<file path="src/inc/dlpit_pkg.sv">
package dlpit_pkg;

	// Lane word as delivered per link clock by each deserialiser, lane A in the low bits
	localparam int unsigned LANE_BITS = 7;
	typedef struct packed {
		logic [LANE_BITS-1:0] d;
		logic [LANE_BITS-1:0] c;
		logic [LANE_BITS-1:0] b;
		logic [LANE_BITS-1:0] a;
	} dlpit_lanes_s;

	// One 24-bit pixel
	typedef struct packed {
		logic [7:0] r;
		logic [7:0] g;
		logic [7:0] b;
	} dlpit_pix_s;

	// Pixel pair, first link in the low half
	typedef struct packed {
		dlpit_pix_s second;
		dlpit_pix_s first;
	} dlpit_pair_s;

	localparam int unsigned PAIR_W      = $bits(dlpit_pair_s);
	localparam int unsigned LINK_SYNC_W = 2 * $bits(dlpit_lanes_s) + 2;
	localparam int unsigned CTL_SYNC_W  = 4;

	// Control lane field positions
	localparam int unsigned HS_BIT = 4;
	localparam int unsigned VS_BIT = 5;
	localparam int unsigned DE_BIT = 6;

	// Output display source
	typedef enum logic [1:0] {
		MODE_LIVE    = 2'h0,
		MODE_BLACK   = 2'h1,
		MODE_PATTERN = 2'h2
	} dlpit_mode_e;

	// Line tracker states
	typedef enum logic [1:0] {
		LN_SEEK   = 2'h0,
		LN_ACTIVE = 2'h1,
		LN_BLANK  = 2'h2
	} dlpit_line_e;

	// Line and frame limits, in link clocks and lines
	localparam int unsigned CNT_W = 16;
	localparam logic [CNT_W-1:0] CNT_ONE        = 16'h0001;
	localparam logic [CNT_W-1:0] ACTIVE_CLOCKS  = 16'h03C0;
	localparam logic [CNT_W-1:0] ACTIVE_LAST    = 16'h03BF;
	localparam logic [CNT_W-1:0] LINE_BLANK_MIN = 16'h0064;
	localparam logic [CNT_W-1:0] LINE_BLANK_MAX = 16'h00F0;
	localparam logic [CNT_W-1:0] ACTIVE_LINES   = 16'h0438;

	// Time figures and derived core cycle counts
	localparam int unsigned CORE_PERIOD_NS  = 100;
	localparam int unsigned NOSIG_TIME_NS   = 20000;
	localparam int unsigned NOSIG_CYCLES    = (NOSIG_TIME_NS + CORE_PERIOD_NS - 1) / CORE_PERIOD_NS;
	localparam int unsigned PAT_PIX_TIME_NS = 800;
	localparam int unsigned PAT_DIV_CYCLES  = (PAT_PIX_TIME_NS + CORE_PERIOD_NS - 1) / CORE_PERIOD_NS;
	localparam logic [CNT_W-1:0] NOSIG_LIMIT = CNT_W'(NOSIG_CYCLES);
	localparam logic [CNT_W-1:0] PAT_LAST    = CNT_W'(PAT_DIV_CYCLES - 1);

	// Test pattern bar index position in the column count
	localparam int unsigned BAR_LSB  = 7;
	localparam int unsigned FIFO_DEPTH = 16;

	// Bit arrangement decode; lane D gives the two LSBs per colour for JEIDA and the two MSBs for VESA
	function automatic dlpit_pix_s dlpit_decode(input dlpit_lanes_s l, input logic jeida);
		dlpit_pix_s p;
		logic [5:0] r6;
		logic [5:0] g6;
		logic [5:0] b6;
		r6 = l.a[5:0];
		g6 = {l.b[4:0], l.a[6]};
		b6 = {l.c[3:0], l.b[6:5]};
		if (jeida) begin
			p.r = {r6, l.d[1:0]};
			p.g = {g6, l.d[3:2]};
			p.b = {b6, l.d[5:4]};
		end else begin
			p.r = {l.d[1:0], r6};
			p.g = {l.d[3:2], g6};
			p.b = {l.d[5:4], b6};
		end
		return p;
	endfunction

endpackage

</file>
<file path="src/hw/dlpit_rx.sv">
`timescale 1ns/1ps
// Function
// - A high bit-mapping select decodes the JEIDA arrangement, a low or open pin the VESA one.
// - Adaptive luminance runs only while its enable pin is high.
// - With the no-signal pin high, a lost input is replaced by a self-made test pattern.
// - The backlight status pin is pulled low when normal and released open on a fault.
// - Two links, each with lanes A to D and a clock, carry the pixels and run together.
// - Line and frame framing come from data enable alone; syncs are ignored.
module dlpit_rx #(
	parameter int unsigned FIFO_DEPTH = dlpit_pkg::FIFO_DEPTH
) (
	// Clock and reset
	input  wire logic                   core_clk_i,
	input  wire logic                   rstn_i,
	// Link clocks and deserialised lanes
	input  wire logic                   link1_clock_i,
	input  wire logic                   link2_clock_i,
	input  wire dlpit_pkg::dlpit_lanes_s link1_lanes_i,
	input  wire dlpit_pkg::dlpit_lanes_s link2_lanes_i,
	// Option pins
	input  wire logic                   bit_map_jeida_i,
	input  wire logic                   adaptive_luminance_enable_i,
	input  wire logic                   self_generated_test_pattern_i,
	input  wire logic                   backlight_fault_i,
	// Pixel stream
	output dlpit_pkg::dlpit_pair_s      pix_data_o,
	output logic                        pix_valid_o,
	input  wire logic                   pix_ready_i,
	// Backlight status, open drain
	output logic                        backlight_status_o,
	output logic                        backlight_status_oe_o,
	// Status
	output logic                        adaptive_luminance_active_o,
	output dlpit_pkg::dlpit_mode_e      display_mode_o,
	output logic                        frame_start_o,
	output logic [dlpit_pkg::CNT_W-1:0] line_count_o,
	output logic                        line_len_err_o,
	output logic                        line_blank_err_o,
	output logic                        frame_lines_err_o,
	output logic                        pix_drop_o
);

	localparam int unsigned W = dlpit_pkg::CNT_W;

	if (FIFO_DEPTH < 2) begin : g_bad_depth
		$error("dlpit_rx: FIFO_DEPTH must be at least 2");
	end

	// Synchronised pins
	dlpit_pkg::dlpit_lanes_s l1_s, l2_s;
	logic [1:0]              lclk_s;
	logic                    jeida_s, lum_s, pat_sel_s, fault_s;

	dlpit_sync #(.WIDTH(dlpit_pkg::LINK_SYNC_W)) u_sync_link (
		.core_clk_i (core_clk_i),
		.rstn_i     (rstn_i),
		.async_i    ({link2_lanes_i, link1_lanes_i, link2_clock_i, link1_clock_i}),
		.sync_o     ({l2_s, l1_s, lclk_s})
	);

	dlpit_sync #(.WIDTH(dlpit_pkg::CTL_SYNC_W)) u_sync_ctl (
		.core_clk_i (core_clk_i),
		.rstn_i     (rstn_i),
		.async_i    ({backlight_fault_i, self_generated_test_pattern_i,
		              adaptive_luminance_enable_i, bit_map_jeida_i}),
		.sync_o     ({fault_s, pat_sel_s, lum_s, jeida_s})
	);

	// Link clock edges and presence
	logic [1:0]   lclk_prev_q, lclk_prev_d;
	logic [W-1:0] idle_q [2];
	logic [W-1:0] idle_d [2];
	logic         sig_ok_q, sig_ok_d;
	logic [1:0]   lrise;

	// Both links must tick, else the input counts as lost
	always_comb begin
		lclk_prev_d = lclk_s;
		lrise       = lclk_s & ~lclk_prev_q;
		for (int i = 0; i < 2; i++) begin
			if (lrise[i]) begin
				idle_d[i] = '0;
			end else if (idle_q[i] != dlpit_pkg::NOSIG_LIMIT) begin
				idle_d[i] = idle_q[i] + dlpit_pkg::CNT_ONE;
			end else begin
				idle_d[i] = idle_q[i];
			end
		end
		sig_ok_d = (idle_q[0] != dlpit_pkg::NOSIG_LIMIT) && (idle_q[1] != dlpit_pkg::NOSIG_LIMIT);
	end

	always_ff @(posedge core_clk_i or negedge rstn_i) begin
		if (!rstn_i) begin
			lclk_prev_q <= '0;
			idle_q[0]   <= dlpit_pkg::NOSIG_LIMIT;
			idle_q[1]   <= dlpit_pkg::NOSIG_LIMIT;
			sig_ok_q    <= 1'b0;
		end else begin
			lclk_prev_q <= lclk_prev_d;
			idle_q[0]   <= idle_d[0];
			idle_q[1]   <= idle_d[1];
			sig_ok_q    <= sig_ok_d;
		end
	end

	// Line and frame tracker; only data enable is looked at, never the sync bits
	dlpit_pkg::dlpit_line_e ln_q, ln_d;
	logic [W-1:0] hcnt_q, hcnt_d, blank_q, blank_d, lines_q, lines_d;
	logic         fs_q, fs_d, len_err_q, len_err_d;
	logic         blk_err_q, blk_err_d, fl_err_q, fl_err_d;
	logic         de;
	logic         gap;

	always_comb begin
		ln_d      = ln_q;
		hcnt_d    = hcnt_q;
		blank_d   = blank_q;
		lines_d   = lines_q;
		fs_d      = 1'b0;
		len_err_d = 1'b0;
		blk_err_d = 1'b0;
		fl_err_d  = 1'b0;
		de        = l1_s.c[dlpit_pkg::DE_BIT];
		gap       = (blank_q > dlpit_pkg::LINE_BLANK_MAX);
		if (!sig_ok_q) begin
			// Lost input: wait for a clean vertical gap again
			ln_d    = dlpit_pkg::LN_SEEK;
			blank_d = '0;
		end else if (lrise[0]) begin
			case (ln_q)
				dlpit_pkg::LN_SEEK: begin
					if (de && gap) begin
						ln_d    = dlpit_pkg::LN_ACTIVE;
						hcnt_d  = dlpit_pkg::CNT_ONE;
						lines_d = dlpit_pkg::CNT_ONE;
						fs_d    = 1'b1;
						blank_d = '0;
					end else if (de) begin
						blank_d = '0;
					end else if (blank_q != '1) begin
						blank_d = blank_q + dlpit_pkg::CNT_ONE;
					end
				end
				dlpit_pkg::LN_ACTIVE: begin
					if (de) begin
						hcnt_d = hcnt_q + dlpit_pkg::CNT_ONE;
					end else begin
						len_err_d = (hcnt_q != dlpit_pkg::ACTIVE_CLOCKS);
						ln_d      = dlpit_pkg::LN_BLANK;
						blank_d   = dlpit_pkg::CNT_ONE;
					end
				end
				dlpit_pkg::LN_BLANK: begin
					if (!de) begin
						if (blank_q != '1) begin
							blank_d = blank_q + dlpit_pkg::CNT_ONE;
						end
					end else begin
						ln_d    = dlpit_pkg::LN_ACTIVE;
						hcnt_d  = dlpit_pkg::CNT_ONE;
						blank_d = '0;
						if (gap) begin
							// Long quiet spell ends the frame
							fl_err_d = (lines_q != dlpit_pkg::ACTIVE_LINES);
							lines_d  = dlpit_pkg::CNT_ONE;
							fs_d     = 1'b1;
						end else begin
							blk_err_d = (blank_q < dlpit_pkg::LINE_BLANK_MIN);
							lines_d   = lines_q + dlpit_pkg::CNT_ONE;
						end
					end
				end
				default: ln_d = dlpit_pkg::LN_SEEK;
			endcase
		end
	end

	always_ff @(posedge core_clk_i or negedge rstn_i) begin
		if (!rstn_i) begin
			ln_q      <= dlpit_pkg::LN_SEEK;
			hcnt_q    <= '0;
			blank_q   <= '0;
			lines_q   <= '0;
			fs_q      <= 1'b0;
			len_err_q <= 1'b0;
			blk_err_q <= 1'b0;
			fl_err_q  <= 1'b0;
		end else begin
			ln_q      <= ln_d;
			hcnt_q    <= hcnt_d;
			blank_q   <= blank_d;
			lines_q   <= lines_d;
			fs_q      <= fs_d;
			len_err_q <= len_err_d;
			blk_err_q <= blk_err_d;
			fl_err_q  <= fl_err_d;
		end
	end

	// Source select and pixel feed into the FIFO
	dlpit_pkg::dlpit_mode_e mode_q, mode_d;
	logic [W-1:0]           pdiv_q, pdiv_d, px_q, px_d;
	logic                   drop_q, drop_d;
	logic                   fifo_valid, fifo_ready;
	dlpit_pkg::dlpit_pair_s fifo_data;
	dlpit_pkg::dlpit_pix_s  bar;
	logic [2:0]             bar_idx;

	// Self-made frames pace themselves and stall on back-pressure; live pixels cannot wait
	always_comb begin
		mode_d     = dlpit_pkg::MODE_LIVE;
		pdiv_d     = pdiv_q;
		px_d       = px_q;
		drop_d     = 1'b0;
		fifo_valid = 1'b0;
		bar_idx    = px_q[dlpit_pkg::BAR_LSB +: 3];
		bar.r      = {8{bar_idx[2]}};
		bar.g      = {8{bar_idx[1]}};
		bar.b      = {8{bar_idx[0]}};
		fifo_data.first  = dlpit_pkg::dlpit_decode(l1_s, jeida_s);
		fifo_data.second = dlpit_pkg::dlpit_decode(l2_s, jeida_s);
		if (!sig_ok_q) begin
			mode_d = pat_sel_s ? dlpit_pkg::MODE_PATTERN : dlpit_pkg::MODE_BLACK;
		end
		if (mode_q == dlpit_pkg::MODE_LIVE) begin
			pdiv_d     = '0;
			px_d       = '0;
			fifo_valid = lrise[0] && de && (ln_q == dlpit_pkg::LN_ACTIVE || ln_d == dlpit_pkg::LN_ACTIVE);
			drop_d     = fifo_valid && !fifo_ready;
		end else begin
			if (mode_q == dlpit_pkg::MODE_PATTERN) begin
				fifo_data.first  = bar;
				fifo_data.second = bar;
			end else begin
				fifo_data = '0;
			end
			if (pdiv_q != dlpit_pkg::PAT_LAST) begin
				pdiv_d = pdiv_q + dlpit_pkg::CNT_ONE;
			end else if (fifo_ready) begin
				fifo_valid = 1'b1;
				pdiv_d     = '0;
				px_d       = (px_q == dlpit_pkg::ACTIVE_LAST) ? '0 : px_q + dlpit_pkg::CNT_ONE;
			end
		end
	end

	always_ff @(posedge core_clk_i or negedge rstn_i) begin
		if (!rstn_i) begin
			mode_q <= dlpit_pkg::MODE_BLACK;
			pdiv_q <= '0;
			px_q   <= '0;
			drop_q <= 1'b0;
		end else begin
			mode_q <= mode_d;
			pdiv_q <= pdiv_d;
			px_q   <= px_d;
			drop_q <= drop_d;
		end
	end

	dlpit_fifo #(.WIDTH(dlpit_pkg::PAIR_W), .DEPTH(FIFO_DEPTH)) u_fifo (
		.core_clk_i  (core_clk_i),
		.rstn_i      (rstn_i),
		.in_valid_i  (fifo_valid),
		.in_ready_o  (fifo_ready),
		.in_data_i   (fifo_data),
		.out_valid_o (pix_valid_o),
		.out_ready_i (pix_ready_i),
		.out_data_o  (pix_data_o)
	);

	// Option and backlight status flops
	logic lum_q, lum_d, st_oe_q, st_oe_d, st_q, st_d;

	always_comb begin
		lum_d   = lum_s;
		st_oe_d = !fault_s;
		st_d    = 1'b0;
	end

	always_ff @(posedge core_clk_i or negedge rstn_i) begin
		if (!rstn_i) begin
			lum_q   <= 1'b0;
			st_oe_q <= 1'b0;
			st_q    <= 1'b0;
		end else begin
			lum_q   <= lum_d;
			st_oe_q <= st_oe_d;
			st_q    <= st_d;
		end
	end

	// Output wiring, all from flops
	assign adaptive_luminance_active_o = lum_q;
	assign backlight_status_o          = st_q;
	assign backlight_status_oe_o       = st_oe_q;
	assign display_mode_o              = mode_q;
	assign frame_start_o               = fs_q;
	assign line_count_o                = lines_q;
	assign line_len_err_o              = len_err_q;
	assign line_blank_err_o            = blk_err_q;
	assign frame_lines_err_o           = fl_err_q;
	assign pix_drop_o                  = drop_q;

endmodule

</file>
<file path="src/hw/dlpit_sync.sv">
`timescale 1ns/1ps
// Two-stage synchroniser for pins from outside the core clock domain
module dlpit_sync #(
	parameter int unsigned WIDTH = 1
) (
	// Clock and reset
	input  wire logic             core_clk_i,
	input  wire logic             rstn_i,
	// Asynchronous in, synchronised out
	input  wire logic [WIDTH-1:0] async_i,
	output logic      [WIDTH-1:0] sync_o
);

	logic [WIDTH-1:0] meta_q;
	logic [WIDTH-1:0] sync_q;

	// First stage feeds only the second
	always_ff @(posedge core_clk_i or negedge rstn_i) begin
		if (!rstn_i) begin
			meta_q <= '0;
			sync_q <= '0;
		end else begin
			meta_q <= async_i;
			sync_q <= meta_q;
		end
	end

	assign sync_o = sync_q;

endmodule

</file>
<file path="src/hw/dlpit_fifo.sv">
`timescale 1ns/1ps
// Pixel FIFO with a registered output stage
module dlpit_fifo #(
	parameter int unsigned WIDTH = 48,
	parameter int unsigned DEPTH = 16
) (
	// Clock and reset
	input  wire logic             core_clk_i,
	input  wire logic             rstn_i,
	// Fill side
	input  wire logic             in_valid_i,
	output logic                  in_ready_o,
	input  wire logic [WIDTH-1:0] in_data_i,
	// Drain side
	output logic                  out_valid_o,
	input  wire logic             out_ready_i,
	output logic      [WIDTH-1:0] out_data_o
);

	localparam int unsigned AW = $clog2(DEPTH);

	// Pointer wrap relies on a power-of-two depth
	if (DEPTH < 2 || (DEPTH & (DEPTH - 1)) != 0) begin : g_bad_depth
		$error("dlpit_fifo: DEPTH must be a power of two of at least 2");
	end

	logic [WIDTH-1:0] mem [DEPTH];
	logic [AW-1:0]    wr_q, wr_d, rd_q, rd_d;
	logic [AW:0]      cnt_q, cnt_d;
	logic             ov_q, ov_d;
	logic [WIDTH-1:0] od_q, od_d;
	logic             push, pop;

	// Full counts the array only; the output stage holds one more
	always_comb begin
		in_ready_o = (cnt_q != (AW+1)'(DEPTH));
		push  = in_valid_i && in_ready_o;
		pop   = (cnt_q != '0) && (!ov_q || out_ready_i);
		wr_d  = push ? wr_q + 1'b1 : wr_q;
		rd_d  = pop ? rd_q + 1'b1 : rd_q;
		cnt_d = cnt_q + (AW+1)'(push) - (AW+1)'(pop);
		ov_d  = pop ? 1'b1 : (out_ready_i ? 1'b0 : ov_q);
		od_d  = pop ? mem[rd_q] : od_q;
	end

	// Storage, no reset on the array
	always_ff @(posedge core_clk_i) begin
		if (push) begin
			mem[wr_q] <= in_data_i;
		end
	end

	// Pointers and output stage
	always_ff @(posedge core_clk_i or negedge rstn_i) begin
		if (!rstn_i) begin
			wr_q  <= '0;
			rd_q  <= '0;
			cnt_q <= '0;
			ov_q  <= 1'b0;
			od_q  <= '0;
		end else begin
			wr_q  <= wr_d;
			rd_q  <= rd_d;
			cnt_q <= cnt_d;
			ov_q  <= ov_d;
			od_q  <= od_d;
		end
	end

	assign out_valid_o = ov_q;
	assign out_data_o  = od_q;

endmodule

</file>
<file path="config.mk">
export PLATFORM = sky130hd
export DESIGN_NAME = dlpit_rx
export DESIGN_NICKNAME = d
export VERILOG_FILES = /design/src/inc/dlpit_pkg.sv /design/src/hw/dlpit_rx.sv /design/src/hw/dlpit_sync.sv /design/src/hw/dlpit_fifo.sv
export SDC_FILE = /design/constraint.sdc
export NUM_CORES = 1
export LEC_CHECK = 0
export BUFFER_PORTS_ARGS = -buffer_cell sky130_fd_sc_hd__buf_2
export CAP_MARGIN = 10
export CORE_MARGIN = 3
export CORE_UTILIZATION = 49
export DETAILED_ROUTE_END_ITERATION = 10
export GPL_ROUTABILITY_DRIVEN = 0
export GPL_TIMING_DRIVEN = 1
export PLACE_DENSITY_LB_ADDON = 0.2
export SKIP_LAST_GASP = 1
export SLEW_MARGIN = 20
export SYNTH_ARGS = -nofsm -noshare
export SYNTH_HDL_FRONTEND = slang
export SYNTH_SLANG_ARGS = --single-unit
</file>
<file path="constraint.sdc">
create_clock -name core_clk_i -period 4.7 [get_ports core_clk_i]
set_clock_uncertainty 0.1 [all_clocks]
set_input_delay 0.47 -clock core_clk_i [delete_from_list [all_inputs] [get_ports core_clk_i]]
set_output_delay 0.47 -clock core_clk_i [all_outputs]
set_load 0.05 [all_outputs]
</file>
==> results.md <==
- GRT Util Overall: approximately a fifth
- Critical Path Sink: u_fifo.mem[12][34]$_DFFE_PP_
- Die width: 298 um
- CP Cell Sequence: inv_1 -> ha_1 -> a21oi_1 -> nor3_1 -> nor2_1 -> o211ai_1 -> and2_1 -> and3_2 -> buf_4
- Synth warn: 0
- Crit-path max FO: 19
- Final Hold Vio Count: 0
- FP Rows: between 100 and 150
- WP data arrival: 4390 ps
- CTS max path bufs: 3
- Dominant cell type by area after synthesis: edfxtp_1
- Worst slew pin tran: 1040 ps
- H-tree Lvls: 3
- Fin nets: ~2,600
- PwrDens: between 500 and 600 nW/um2
- Leakage: 17.4 nW
- TritonRoute pass-1 iters: 5
- Worst hold path type: reg -> reg
- RR Endpoint: u_fifo.mem[12][34]$_DFFE_PP_
- Layout cells sized above 1: between 20% and 30%
- Drt drc: 0
- First-pass GRT wire length: 138 mm
- Post-CTS Setup Repair Bufs: 0
- Initial antenna violation count: 2
- Critical Path Start: ln_q[1]$_DFF_PN0_
- Routed WL per cell: 23.8 um
- Period utilization: 88.0%
- Slowest Stage Delay on Critical Path: around 800 ps
- Mean Syn Cell Area: 18.8 um2
- Initial core utilization: just under 50%
- PortBufs: about 130
- Most frequent cells after synthesis: 768 x edfxtp_1, 291 x dfrtp_1, 234 x mux4_2, 104 x nor2_1, 98 x o21ai_0
- Final min period: 4140 ps
- Vias in the first global route: 22,700
- Dominant cells by area after synthesis: edfxtp_1 55%, dfrtp_1 17%, mux4_2 13%
- Final setup margin: about 560 ps
- Io pins: 140
- Top cell type's share of synthesized area: 55.3%
- Largest net degree at the start of global routing: 114
- Clock root cell: clkbuf_16
- Post-synthesis sequential area ratio: 73.2%
- Setup Slack @ Placement: 547 ps
- Most frequent cell after synthesis: edfxtp_1
- Avg Vias per Cell: about 5.7
- Peak VDD IR: roughly 0.00035 V
- Final wirelength: 89.1 mm
- Reg2reg path depth: 9
- Final Setup Violations: 0
- R2R Setup Slk: 560 ps
- CTS tree: done
- Syn-to-layout area delta: 16.9%
- Core area: 84,000 um2
- Initial drt markers: 1,949
- Die area: 88,700 um2
- Cts hold-fix bufs: 57
- Setup TNS: 0 ps
- Cell Area, Synth: approximately 42,000 um2
- Worst Path Required: 4960 ps
- Asr flop ratio synth: approximately 28%
- Post-CTS sizing: 0
- RSZ-0062 raised after global routing: no
- Max-Cap Viols: 0
- CTS Sinks: roughly 1,100
- Synth Flop Type: edfxtp_1
- Clk slew on worst S/H paths: 60 ps
- CP Class: reg -> reg
- Number of routed nets with antenna violations: 0
- Slew Limit Fails: 0
- Maximum achievable frequency: 0.242 GHz
- Clk_lat worst skew: 660 ps
- Crit end category: flop
- Status: finished clean
- Post-Syn Instances: 2,224
- HP Start: u_sync_link.meta_q[39]$_DFF_PN0_
- Hold WS: 245 ps
- EDFF count, synth: around 770
- Total global routing overflow: 0
- Post-synthesis cell type count: 69
- Via count: 21,400
- Reg2reg start: ln_q[1]$_DFF_PN0_
- DP Wirelength: just over 50 mm
- ANT cells: 0
- Slew HR: 30.0%
- Critical-path top delay cell: and3_2
- Vert. Die Dim: 298 um
- TritonCTS Buffers: 108
- Syn nets: 2,317
- Startpoint Class: flop
- Synth Register Bits: between 1,000 and 1,500
[placed cells by master (no fill, tap or decap), types with 6 or more instances in the layout]
master,instances
edfxtp_1,768
buf_12,27
buf_4,68
and4_1,8
clkinv_2,30
dfrtp_1,287
mux2_2,50
a21oi_1,35
ha_1,27
and3_1,18
or3_1,13
inv_1,39
nor4b_1,6
nand4_1,25
a31oi_1,6
nand3_1,43
clkinv_1,9
xnor2_1,36
nor4_1,16
nor3b_1,6
mux4_2,234
xor2_1,38
buf_2,130
and2_1,8
clkbuf_8,9
clkbuf_1,16
and3_2,12
dlygate4sd3_1,57
mux2i_1,57
bufinv_16,16
nor2b_1,8
o21ai_0,94
nor2_1,104
clkbuf_16,113
nor3_1,27
o21ai_1,9
nand2_1,66
dfstp_2,7
[where the power goes]
part / switching, mW / total [mW] / internal, mW
combinational: 3.02 / 5.82 / 2.80
sequential: 0.435 / 10.9 / 10.5
clock: 3.56 / 9.00 / 5.44
total: 7.02 / 25.8 / 18.8
[logic make-up (layout without fill, tap and decap cells)]
group           Yosys count  in the layout  synth area share, %
other cells               1              1              0.00899
fa+ha+maj                28             28                0.858
flops                  1066           1066                 73.2
xor+xnor                 74             74                 1.55
compound gates          189            189                 2.73
simple gates            382            382                 4.70
mux                     341            341                 15.4
buf+inv                 143            529                 1.60
[metal layers]
layer | GRT usage (%) | routed length (um) | vias up
met5 | 0 | 0 | -
met4 | 4.73 | 1480 | 0
met3 | 2.86 | 4070 | 106
met2 | 34.4 | 45200 | 528
met1 | 28.5 | 38300 | 11400
li1 | - | - | 9397
[worst min-delay path by stage]
stage	endpoint	slack (ps)	cells past startpoint
floorplan	adaptive_luminance_active_o$_DFF_PN0_	70	0
global placement	adaptive_luminance_active_o$_DFF_PN0_	230	0
detailed placement	u_sync_link.sync_o[55]$_DFF_PN0_	230	0
CTS	u_sync_link.sync_o[53]$_DFF_PN0_	240	0
global route	u_sync_link.sync_o[55]$_DFF_PN0_	250	0
finish	u_sync_link.sync_o[39]$_DFF_PN0_	250	0
[critical path: cells and delay by family, from the launching register on]
family | cells | cell delay [ps]
adder cells (fa/ha/maj) | 1 | 500
AND/OR/NAND/NOR | 4 | 1760
flip-flops | 1 | 440
buffers and inverters | 2 | 420
AO/OA/AOI/OAI | 2 | 580
[state kept, by name, indices dropped and copies added (netlist names), 2 cells and up]
name                cells
display_mode_o          2
u_fifo.cnt_q            5
pdiv_q                 16
idle_q                 32
blank_q                16
lclk_prev_q             2
line_count_o           16
u_sync_ctl.sync_o       4
u_fifo.wr_q             4
u_sync_link.meta_q     51
ln_q                    2
hcnt_q                 16
px_q                   16
u_fifo.out_data_o      48
u_fifo.mem            768
u_sync_ctl.meta_q       4
u_sync_link.sync_o     51
u_fifo.rd_q             4
[area by class of cell]
cell class                      count  area [um2]
Fill cell                        6168       35200
Inverter                           40         151
Clock buffer                      142        3040
Sequential cell                  1066       30500
Clock inverter                     64         749
Timing Repair Buffer              283        2290
Multi-Input combinational cell   1015       10600
Tap cell                         1134        1420
[stage by stage]
step,util [%],power [mW],area (um2),instances
floorplan,-,15.5,41700,2224
global placement,52.9,17.0,44400,3481
detailed placement,52.9,17.1,44400,3481
CTS,58.1,26.1,48700,3744
global route,58.1,26.8,48700,3744
finish,58.1,25.8,48700,3744
(Power assumes the default switching activity.)
